`src/verilog/acsm_cfg.svh`:
```
`ifndef ACSM_CFG_SVH
`define ACSM_CFG_SVH

// Register offsets
`define ACSM_ADDR_STANDBY 8'h00
`define ACSM_ADDR_PROF_A 8'h01
`define ACSM_ADDR_PROF_B 8'h02
`define ACSM_ADDR_PROF_SEL 8'h03

// Reset values
`define ACSM_RST_STANDBY 8'h00
`define ACSM_RST_PROF 8'h0d
`define ACSM_RST_PROF_SEL 8'h00

// Writable bit masks
`define ACSM_MASK_STANDBY 8'h0f
`define ACSM_MASK_PROF 8'h0f
`define ACSM_MASK_PROF_SEL 8'h3f

// Field positions
`define ACSM_FILTER_BIT 3
`define ACSM_SEL_CH0_BIT 0
`define ACSM_SEL_CH1_BIT 1
`define ACSM_SEL_CH2_BIT 4
`define ACSM_SEL_CH3_BIT 5
`define ACSM_HDR_REPEAT_BIT 7

// Timing counts
`define ACSM_MIN_DEC_SHIFT 4'h5
`define ACSM_MAX_DEC_SHIFT 4'ha

`endif

```
`src/verilog/acsm_pkg.sv`:
```
package acsm_pkg;

  typedef enum logic [2:0] {
    ACSM_DEC_32 = 3'h0,
    ACSM_DEC_64 = 3'h1,
    ACSM_DEC_128 = 3'h2,
    ACSM_DEC_256 = 3'h3,
    ACSM_DEC_512 = 3'h4,
    ACSM_DEC_1024 = 3'h5
  } acsm_dec_t;

  typedef logic [7:0] acsm_byte_t;

endpackage

```
`src/verilog/acsm_top.sv`:
```
// Function
// - Standby register bits 3..0 put channels 3..0 in standby; reset zero.
// - A channel in standby keeps its slot in the output frame.
// - Standby channel slot carries zero header and zero 24-bit result.
// - Channel 0 standby also turns off the common-mode voltage output.
// - Channel 2 standby also turns off the crystal excitation circuit.
// - Two independent profiles A and B, each filter plus decimation, any channel.
// - Profile bit 3 picks filter: 0 wideband, 1 sinc5; reset 1.
// - Profile bits 2..0 pick decimation x32..x512, codes 5..7 x1024; reset 5.
// - Data-ready pulses at the fastest selected output rate.
// - Slower channels between results give zero data and the repeated flag.
// - Selection bits 0,1,4,5 map channels 0..3 to profile A or B.
// - Register port stays live during standby or sleep.
`timescale 1ns/1ps
`include "acsm_cfg.svh"

module acsm_top
  import acsm_pkg::*;
#(
  parameter int NUM_CH = 4,
  parameter int DATA_W = 24,
  parameter int HDR_W = 8
) (
  input wire logic clk_i,
  input wire logic nrst_i,
  input wire logic [7:0] reg_addr_i,
  input wire logic [7:0] reg_wdata_i,
  input wire logic reg_wr_i,
  input wire logic reg_rd_i,
  output logic [7:0] reg_rdata_o,
  input wire logic mod_tick_i,
  input wire logic [NUM_CH*DATA_W-1:0] chan_result_i,
  input wire logic [NUM_CH*HDR_W-1:0] chan_header_i,
  output logic [NUM_CH*(DATA_W+HDR_W)-1:0] frame_o,
  output logic data_ready_o,
  output logic [NUM_CH-1:0] chan_standby_o,
  output logic [NUM_CH-1:0] chan_filter_sinc5_o,
  output logic [NUM_CH*3-1:0] chan_decimation_o,
  output logic common_mode_voltage_output_en_o,
  output logic crystal_excitation_en_o
);

  localparam int SLOT_W = DATA_W + HDR_W;

  acsm_byte_t channel_standby;
  acsm_byte_t profile_a_config;
  acsm_byte_t profile_b_config;
  acsm_byte_t profile_selection;
  logic [9:0] mod_cnt;
  logic [NUM_CH-1:0] chan_prof_b;
  logic [3:0] chan_shift [NUM_CH];
  logic [3:0] fast_shift;
  logic frame_end;
  logic [NUM_CH-1:0] chan_fresh;

  function automatic logic [3:0] dec_shift(input logic [2:0] code);
    logic [3:0] s;
    s = `ACSM_MAX_DEC_SHIFT;
    if (code <= ACSM_DEC_512)
      s = `ACSM_MIN_DEC_SHIFT + {1'b0, code};
    return s;
  endfunction

  function automatic logic [9:0] low_mask(input logic [3:0] sh);
    logic [10:0] m;
    m = (11'h001 << sh) - 11'h001;
    return m[9:0];
  endfunction

  // Write strobes per register; the port stays live in standby and sleep
  logic wr_standby;
  logic wr_prof_a;
  logic wr_prof_b;
  logic wr_prof_sel;

  always_comb
  begin
    wr_standby = 1'b0;
    wr_prof_a = 1'b0;
    wr_prof_b = 1'b0;
    wr_prof_sel = 1'b0;
    if (reg_wr_i)
    begin
      case (reg_addr_i)
        `ACSM_ADDR_STANDBY: wr_standby = 1'b1;
        `ACSM_ADDR_PROF_A: wr_prof_a = 1'b1;
        `ACSM_ADDR_PROF_B: wr_prof_b = 1'b1;
        `ACSM_ADDR_PROF_SEL: wr_prof_sel = 1'b1;
        default: ;
      endcase
    end
  end

  always_ff @(posedge clk_i or negedge nrst_i)
  begin
    if (!nrst_i)
      channel_standby <= `ACSM_RST_STANDBY;
    else if (wr_standby)
      channel_standby <= reg_wdata_i & `ACSM_MASK_STANDBY;
  end

  always_ff @(posedge clk_i or negedge nrst_i)
  begin
    if (!nrst_i)
      profile_a_config <= `ACSM_RST_PROF;
    else if (wr_prof_a)
      profile_a_config <= reg_wdata_i & `ACSM_MASK_PROF;
  end

  always_ff @(posedge clk_i or negedge nrst_i)
  begin
    if (!nrst_i)
      profile_b_config <= `ACSM_RST_PROF;
    else if (wr_prof_b)
      profile_b_config <= reg_wdata_i & `ACSM_MASK_PROF;
  end

  // Bits 3 and 2 are kept and read back only; software mirrors bits 5 and 4
  always_ff @(posedge clk_i or negedge nrst_i)
  begin
    if (!nrst_i)
      profile_selection <= `ACSM_RST_PROF_SEL;
    else if (wr_prof_sel)
      profile_selection <= reg_wdata_i & `ACSM_MASK_PROF_SEL;
  end

  always_ff @(posedge clk_i or negedge nrst_i)
  begin
    if (!nrst_i)
      reg_rdata_o <= 8'h00;
    else if (reg_rd_i)
    begin
      case (reg_addr_i)
        `ACSM_ADDR_STANDBY: reg_rdata_o <= channel_standby;
        `ACSM_ADDR_PROF_A: reg_rdata_o <= profile_a_config;
        `ACSM_ADDR_PROF_B: reg_rdata_o <= profile_b_config;
        `ACSM_ADDR_PROF_SEL: reg_rdata_o <= profile_selection;
        default: reg_rdata_o <= 8'h00;
      endcase
    end
  end

  // Channel to profile mapping
  always_comb
  begin
    chan_prof_b = '0;
    chan_prof_b[0] = profile_selection[`ACSM_SEL_CH0_BIT];
    chan_prof_b[1] = profile_selection[`ACSM_SEL_CH1_BIT];
    chan_prof_b[2] = profile_selection[`ACSM_SEL_CH2_BIT];
    chan_prof_b[3] = profile_selection[`ACSM_SEL_CH3_BIT];
  end

  always_comb
  begin
    // Standby channels never pace data-ready; all standby falls back to x1024
    fast_shift = `ACSM_MAX_DEC_SHIFT;
    for (int i = 0; i < NUM_CH; i++)
    begin
      chan_standby_o[i] = channel_standby[i];
      chan_filter_sinc5_o[i] = chan_prof_b[i] ? profile_b_config[`ACSM_FILTER_BIT]
                                              : profile_a_config[`ACSM_FILTER_BIT];
      chan_decimation_o[i*3 +: 3] = chan_prof_b[i] ? profile_b_config[2:0] : profile_a_config[2:0];
      chan_shift[i] = dec_shift(chan_decimation_o[i*3 +: 3]);
      if (!channel_standby[i] && chan_shift[i] < fast_shift)
        fast_shift = chan_shift[i];
    end
  end

  assign common_mode_voltage_output_en_o = ~channel_standby[0];
  assign crystal_excitation_en_o = ~channel_standby[2];

  // Modulator sample counter spanning the slowest ratio
  always_ff @(posedge clk_i or negedge nrst_i)
  begin
    if (!nrst_i)
      mod_cnt <= 10'h000;
    else if (mod_tick_i)
      mod_cnt <= mod_cnt + 10'h001;
  end

  assign frame_end = mod_tick_i && ((mod_cnt & low_mask(fast_shift)) == low_mask(fast_shift));

  always_comb
  begin
    for (int i = 0; i < NUM_CH; i++)
      chan_fresh[i] = (mod_cnt & low_mask(chan_shift[i])) == low_mask(chan_shift[i]);
  end

  always_ff @(posedge clk_i or negedge nrst_i)
  begin
    if (!nrst_i)
      data_ready_o <= 1'b0;
    else
      data_ready_o <= frame_end;
  end

  // Output frame, channel 0 in the top slot
  always_ff @(posedge clk_i or negedge nrst_i)
  begin
    if (!nrst_i)
      frame_o <= '0;
    else if (frame_end)
    begin
      for (int i = 0; i < NUM_CH; i++)
      begin
        if (channel_standby[i])
          frame_o[(NUM_CH-1-i)*SLOT_W +: SLOT_W] <= '0;
        else if (chan_fresh[i])
          frame_o[(NUM_CH-1-i)*SLOT_W +: SLOT_W] <= {chan_header_i[i*HDR_W +: HDR_W],
                                                      chan_result_i[i*DATA_W +: DATA_W]};
        else
        begin
          frame_o[(NUM_CH-1-i)*SLOT_W +: SLOT_W] <= '0;
          frame_o[(NUM_CH-1-i)*SLOT_W + DATA_W + `ACSM_HDR_REPEAT_BIT] <= 1'b1;
        end
      end
    end
  end

endmodule // acsm_top

```
`config.mk`:
```
export PLATFORM = sky130hd
export DESIGN_NAME = acsm_top
export DESIGN_NICKNAME = d
export VERILOG_FILES = /design/src/verilog/acsm_pkg.sv /design/src/verilog/acsm_top.sv
export VERILOG_INCLUDE_DIRS = /design/src /design/src/verilog
export SDC_FILE = /design/constraint.sdc
export NUM_CORES = 1
export LEC_CHECK = 0
export BUFFER_PORTS_ARGS = -buffer_cell sky130_fd_sc_hd__buf_2
export CORE_ASPECT_RATIO = 1.75
export CORE_UTILIZATION = 46
export CTS_BUF_LIST = sky130_fd_sc_hd__clkbuf_4 sky130_fd_sc_hd__clkbuf_8 sky130_fd_sc_hd__clkbuf_16
export DETAILED_ROUTE_END_ITERATION = 6
export PLACE_DENSITY = 0.85
export SETUP_SLACK_MARGIN = 0.02
export SYNTH_ARGS = -nofsm -noshare
export SYNTH_HDL_FRONTEND = slang
export SYNTH_SLANG_ARGS = --single-unit
```
`constraint.sdc`:
```
create_clock -name clk_i -period 7 [get_ports clk_i]
set_input_delay 2.1 -clock clk_i [delete_from_list [all_inputs] [get_ports clk_i]]
set_output_delay 2.1 -clock clk_i [all_outputs]
set_load 0.02 [all_outputs]
```
======== Word level (Yosys, flattened, before mapping) ========
Index checks and enable logic that the tools add are counted.
operators by class
  $lt $le $gt $ge ......................... 8
  reduce and logical (&&, ||, !) cells .... 10
  add/subtract/negate cells ............... 10
  eq/ne operators ......................... 8
  shifts and indexed selects .............. 5
  multiplexer cells ....................... 33
  bitwise logic cells ..................... 7
operator list
  kind                                                                  number
  32-bit two-way mux                                                    8
  10-bit AND                                                            5
  10-bit == test                                                        5
  1-bit by 4-bit << shifter with 10-bit output, first input constant    5
  10-bit by 1-bit subtractor with 10-bit output, second input constant  5
  4-bit two-way mux                                                     8
  6-bit one-hot mux with 4 select lines                                 1
  3-bit by 3-bit adder with 4-bit output, first input constant          4
  8-bit by 2-bit == test with 1-bit output, second input constant       2
  3-bit <= comparator, second input constant                            4
  4-bit < comparator                                                    3
  1-bit two-way mux                                                     12
  3-bit two-way mux                                                     4
  10-bit by 1-bit adder with 10-bit output, second input constant       1
  8-bit by 1-bit == test with 1-bit output, second input constant       1
  8-bit logical NOT                                                     1
  1-bit logical AND                                                     5
  1-bit logical NOT                                                     4
  4-bit < comparator, second input constant                             1
  1-bit inverter                                                        2
storage, ports and cells
  input bits .............................. 149
  register bits ........................... 165
  output and inout port bits .............. 159

======== Logic depth before layout (Yosys ltp) ========
  depth in word-level cells ............... 20
  gate-level depth with buffers ........... 36
  mapped depth without buffers ............ 32

======== Worst setup path after synthesis ========
No wires, ideal clock.
  path kind ............................... flip-flop to flip-flop
  from .................................... reg profile_a_config[0]
  to ...................................... reg frame_o[127]
  data required time ...................... 6.872 ns
  stages on the path, launching flop included .. 35
  path slack .............................. -0.594 ns
  buffers on the path ..................... 4
  arrival time ............................ 7.467 ns
  cell sequence ........................... dfstp_2 > clkbuf_1 > mux2_2 > inv_1 > ha_1 > nand3_1 > o21ai_1 > ha_1 > a211oi_1 > nand2b_1 > nand2_1 > o21ai_0 > ha_1 > nand2_1 > or3_1 > mux2_2 > o211a_1 > a21boi_0 > mux2i_1 > inv_1 > ha_1 > nand2b_1 > mux2_2 > o221ai_4 > buf_6 > mux2i_1 > nand2_1 > ha_1 > nor3b_1 > a221oi_1 > o221ai_1 > and4bb_1 > buf_6 > buf_6 > mux2_1
between the ends
  elaborated cells on any way between the ends .. 39
  classes of those cells .................. add/sub (6); order compare (8); eq/ne (2); shift (2); mux (14); bitwise (2); reduce/logical (5)
RTL lines
  element                                                                                         line             RTL
  start, declared                                                                                 acsm_top.sv:46   acsm_byte_t profile_a_config;
  start signal, assigned                                                                          acsm_top.sv:105  profile_a_config <= `ACSM_RST_PROF;
  start signal, assigned                                                                          acsm_top.sv:107  profile_a_config <= reg_wdata_i & `ACSM_MASK_PROF;
  3-bit two-way mux *                                                                             acsm_top.sv:162  chan_decimation_o[i*3 +: 3] = chan_prof_b[i] ? profile_b_config[2:0] : profile_a_config[2:0];
  via chan_decimation_o[3]                                                                        acsm_top.sv:38   output logic [NUM_CH*3-1:0] chan_decimation_o,
  3-bit by 3-bit adder with 4-bit output (no source line) or 3-bit <= comparator (tied branches)  -
  4-bit two-way mux *                                                                             acsm_top.sv:59   if (code <= ACSM_DEC_512)
  4-bit < comparator                                                                              acsm_top.sv:164  if (!channel_standby[i] && chan_shift[i] < fast_shift)
  1-bit logical AND                                                                               acsm_top.sv:164
  4-bit two-way mux *                                                                             acsm_top.sv:164
  4-bit < comparator                                                                              acsm_top.sv:164
  [... 2 more ...]                                                                                -
  4-bit < comparator                                                                              acsm_top.sv:164
  1-bit logical AND                                                                               acsm_top.sv:164
  4-bit two-way mux *                                                                             acsm_top.sv:164
  1-bit by 4-bit << shifter with 10-bit output *                                                  acsm_top.sv:66   m = (11'h001 << sh) - 11'h001;
  10-bit by 1-bit subtractor with 10-bit output *                                                 acsm_top.sv:66
  10-bit AND                                                                                      acsm_top.sv:181  assign frame_end = mod_tick_i && ((mod_cnt & low_mask(fast_shift)) == low_mask(fast_shift));
  10-bit == test *                                                                                acsm_top.sv:181
  1-bit logical AND *                                                                             acsm_top.sv:181
  end signal, assigned by index                                                                   acsm_top.sv:209  frame_o[(NUM_CH-1-i)*SLOT_W +: SLOT_W] <= {chan_header_i[i*HDR_W +: HDR_W],
  end, declared                                                                                   acsm_top.sv:34   output logic [NUM_CH*(DATA_W+HDR_W)-1:0] frame_o,
Mark *: on every way through the listed nets, which the timed path passes. The rest lies on a longest branch.
A chain may end at the register's enable or synchronous reset.

======== Worst setup path in the final report ========
  from .................................... reg profile_selection[0]
  to ...................................... reg frame_o[58]
between the ends
  cells in the longest elaborated chain, start to end .. 20
  elaborated cells on any way between the ends .. 21
  classes of those cells .................. add/sub (2); order compare (5); eq/ne (1); shift (1); mux (6); bitwise (1); reduce/logical (5)
ends and longest elaborated chain
  element                                                                                         line             RTL
  start, declared                                                                                 acsm_top.sv:48   acsm_byte_t profile_selection;
  start signal, assigned                                                                          acsm_top.sv:122  profile_selection <= `ACSM_RST_PROF_SEL;
  start signal, assigned                                                                          acsm_top.sv:124  profile_selection <= reg_wdata_i & `ACSM_MASK_PROF_SEL;
  3-bit two-way mux *                                                                             acsm_top.sv:162
  3-bit by 3-bit adder with 4-bit output (no source line) or 3-bit <= comparator (tied branches)  -
  4-bit two-way mux *                                                                             acsm_top.sv:59
  4-bit < comparator                                                                              acsm_top.sv:164
  1-bit logical AND                                                                               acsm_top.sv:164
  4-bit two-way mux *                                                                             acsm_top.sv:164
  4-bit < comparator                                                                              acsm_top.sv:164
  1-bit logical AND                                                                               acsm_top.sv:164
  [... 4 more ...]                                                                                -
  4-bit < comparator                                                                              acsm_top.sv:164
  1-bit logical AND                                                                               acsm_top.sv:164
  4-bit two-way mux *                                                                             acsm_top.sv:164
  1-bit by 4-bit << shifter with 10-bit output *                                                  acsm_top.sv:66
  10-bit by 1-bit subtractor with 10-bit output *                                                 acsm_top.sv:66
  10-bit AND                                                                                      acsm_top.sv:181
  10-bit == test *                                                                                acsm_top.sv:181
  1-bit logical AND *                                                                             acsm_top.sv:181
Mark *: on every way between the ends. The rest lies on a longest branch, timed or not.

==> metrics.cfg <==
[timing]
worst_slack_ns = -0.158
clock_skew_ns = 0.00996
maxSlewViolCount = 0
rsz0062_at_grt = yes
fmax_ghz = 0.140
hold_violations = 0
finalSetupViolCount = 127
tightest_slew_ns = 0.936
min_period_ns = 7.16
relSlewSlack = 0.368
fin_crit_sh = 1.02
finalSetupTns_ns = -11.30

[placement]
hpwl_um = 19700
port_buffers = 303
dp.cells = 1516
gp_congestion = 0.907

[floorplanning]
die_y_um = 189
dieArea_um2 = 20600
io_pins = 308
start_util = 0.469
std_cell_rows = 68
fp.dieW_um = 109
core_area_um2 = 19700

[critical_path]
critPathTopFamily = multiplexers
startpoint_type = flip-flop
crit_fanout = 9
cp_slowest_cell = and4bb_4
critPathRequiredTime_ns = 7.34
slowest_delay_ns = 0.46
cp_data_arrival_time_ns = 7.50
cp-startpoint = profile_selection[0]$_DFFE_PN0P_
worstSetupPathType = reg -> reg
crit_path_end_kind = flip-flop
rr_startpoint = profile_selection[0]$_DFFE_PN0P_
crit_buf_inv = 7

[synthesis]
synthAdderAreaFrac = 0.0229
ys_ff_latch = 163
synth_compound_area_frac = 0.0865
syn_inst = 945
synthFlopType = dfrtp_1
synth_warnings = 0
synthesis.area_um2 = 9220
synth_edf_count = 0
ys_async_sr_fraction = 1.00
synth.area.mux_share = 0.205
synth_top_family_by_area = multiplexers
synth_xor_area_frac = 0.0114
yosysSeqAreaShare = 0.443
synthSimpleGateAreaFrac = 0.119
avgSynthCellArea_um2 = 9.76
ys_types = 69

[power]
irDropWorstVdd_mv = 0.271
power.leakage_uw = 0.00617
power-per-cell-area_nw_per_um2 = 342

[clock_network]
clk_pin_slew_ns = 0.06
cts.path.max_buffers = 2
cts-root-buf = clkbuf_16
cts_tree = done
h-tree-depth = 4
hold_buffers = 0
clk_latency_ns = 0.43
cts_made_buffers = 17
cts_sinks = 163

[detailed_routing]
routed_wl_um = 28500
antenna_left = 0
vias_per_cell = 5.36
vias = 8526
initialDrtViolationCount = 563
post-route-drc-count = 0
dr.pass1.iters = 5
wl_per_cell_um = 17.9

[global_routing]
grt_use_total = 0.272
grt_overflow = 0
grt_pass1_vias = 8504
grt_max_degree = 67
grt_antenna_before_repair = 3
grt_pass1_wl_um = 42900

[layout]
fillers = 1429
drive_gt1_frac = 0.413
area_growth_pct = 39.2
nets = 1495
finalNonFillerCells = 1591

[min_path]
hp-start = frame_o[127]$_DFFE_PN0P_
min_path_type = reg -> reg

[status]
status = finished with violations
violations = setup timing

[job]
maxCapViolations = 0

[final cells by class]
type / instances / area (um^2) / share of cell area
well taps: 245 / 307 / 0.0239
flip-flops and latches: 163 / 4090 / 0.319
clock buffers: 20 / 460 / 0.0359
clock inverters: 12 / 203 / 0.0158
inverters: 163 / 614 / 0.0479
multi-input cells: 572 / 4480 / 0.349
diodes: 3 / 7.51 / 0.000585
repair buffers: 413 / 2670 / 0.208
[cells by family (layout without fill, tap and decap cells)]
group                    count (synthesis)  count (layout)
AND/OR/NAND/NOR                        253             253
buffers and inverters                  211             608
multiplexers                           177             177
flip-flops                             163             163
AO/OA/AOI/OAI                          111             111
adder cells (fa/ha/maj)                 17              17
XOR/XNOR                                12              12
other                                    1               5
[worst paths after layout]
kind | to | cells past startpoint | slack (ns)
setup / recovery | frame_o[58]$_DFFE_PN0P_ | 33 | -0.16
hold / removal | frame_o[127]$_DFFE_PN0P_ | 1 | 0.49
setup reg to reg | frame_o[58]$_DFFE_PN0P_ | 33 | -0.16
hold reg to reg | frame_o[127]$_DFFE_PN0P_ | 1 | 0.49
max in group asynchronous | profile_selection[1]$_DFFE_PN0P_ | 2 | 4.10
min in group asynchronous | frame_o[111]$_DFFE_PN0P_ | 1 | 1.59
[layer usage]
metal / global-route usage / wire, um / vias to the layer above
met4: 0.171 / 1570 / 0
met1: 0.288 / 9950 / 4114
met2: 0.483 / 15300 / 396
met5: 0 / 0 / -
met3: 0.0506 / 1700 / 121
li1: - / - / 3895
[state kept, by name, indices dropped and copies added, names as in the netlist]
signal,cells
profile_selection,6
profile_b_config,4
frame_o,128
channel_standby,4
profile_a_config,4
reg_rdata_o,6
data_ready_o,1
mod_cnt,10
[placed cells by master (no fill, tap or decap), types with 10 or more instances in the layout]
cell and count:
nand3_1 15, buf_6 11, clkbuf_16 21, a21oi_1 16, nor2_1 32, nor3_1 10, inv_1 155, buf_2 302
mux2_2 24, dfrtp_1 154, o21ai_0 25, mux2i_1 130, buf_4 81, nand2_1 150
[power by group]
group / total [uW] / switching (uW) / internal (uW)
sequential: 1500 / 221 / 1280
clock: 1050 / 391 / 658
combinational: 1830 / 1100 / 732
[synthesized netlist by cell type (6+ instances only)]
cell | n | area [um^2]
clkbuf_1 | 23 | 86.3
dfrtp_1 | 157 | 3930
mux2_2 | 28 | 315
o211ai_1 | 6 | 45.0
nand3_1 | 15 | 75.1
o21ai_0 | 28 | 140
nor2_1 | 35 | 131
mux2i_1 | 139 | 1390
ha_1 | 16 | 200
a211oi_1 | 7 | 52.6
inv_1 | 161 | 604
dfstp_2 | 6 | 158
xnor2_1 | 8 | 70.1
buf_12 | 11 | 220
a21oi_1 | 23 | 115
o22ai_1 | 6 | 37.5
nor3_1 | 11 | 55.1
nand2_1 | 154 | 578
[stage by stage]
stage / setup slack, ns / power, uW / utilization / instance area [um^2] / hold slack, ns
global placement: -0.124 / 3110 / 0.581 / 11400 / 0.465
finish: -0.158 / 4380 / 0.653 / 12800 / 0.491
detailed placement: -0.321 / 3180 / 0.581 / 11400 / 0.479
global route: -0.405 / 4610 / 0.653 / 12800 / 0.508
CTS: 0.00511 / 4330 / 0.640 / 12600 / 0.496
floorplan: 0.0216 / 2530 / - / 9380 / 0.474
[what timing repair did]
action | in CTS | in global routing
endpoints found under the setup margin | 129 | 129
pin swaps | 13 | 18
setup buffers | 26 | 8
gates cloned | 3 | 4
gates resized for setup | 40 | 28
No activity file was read; power rests on OpenSTA's default activity.
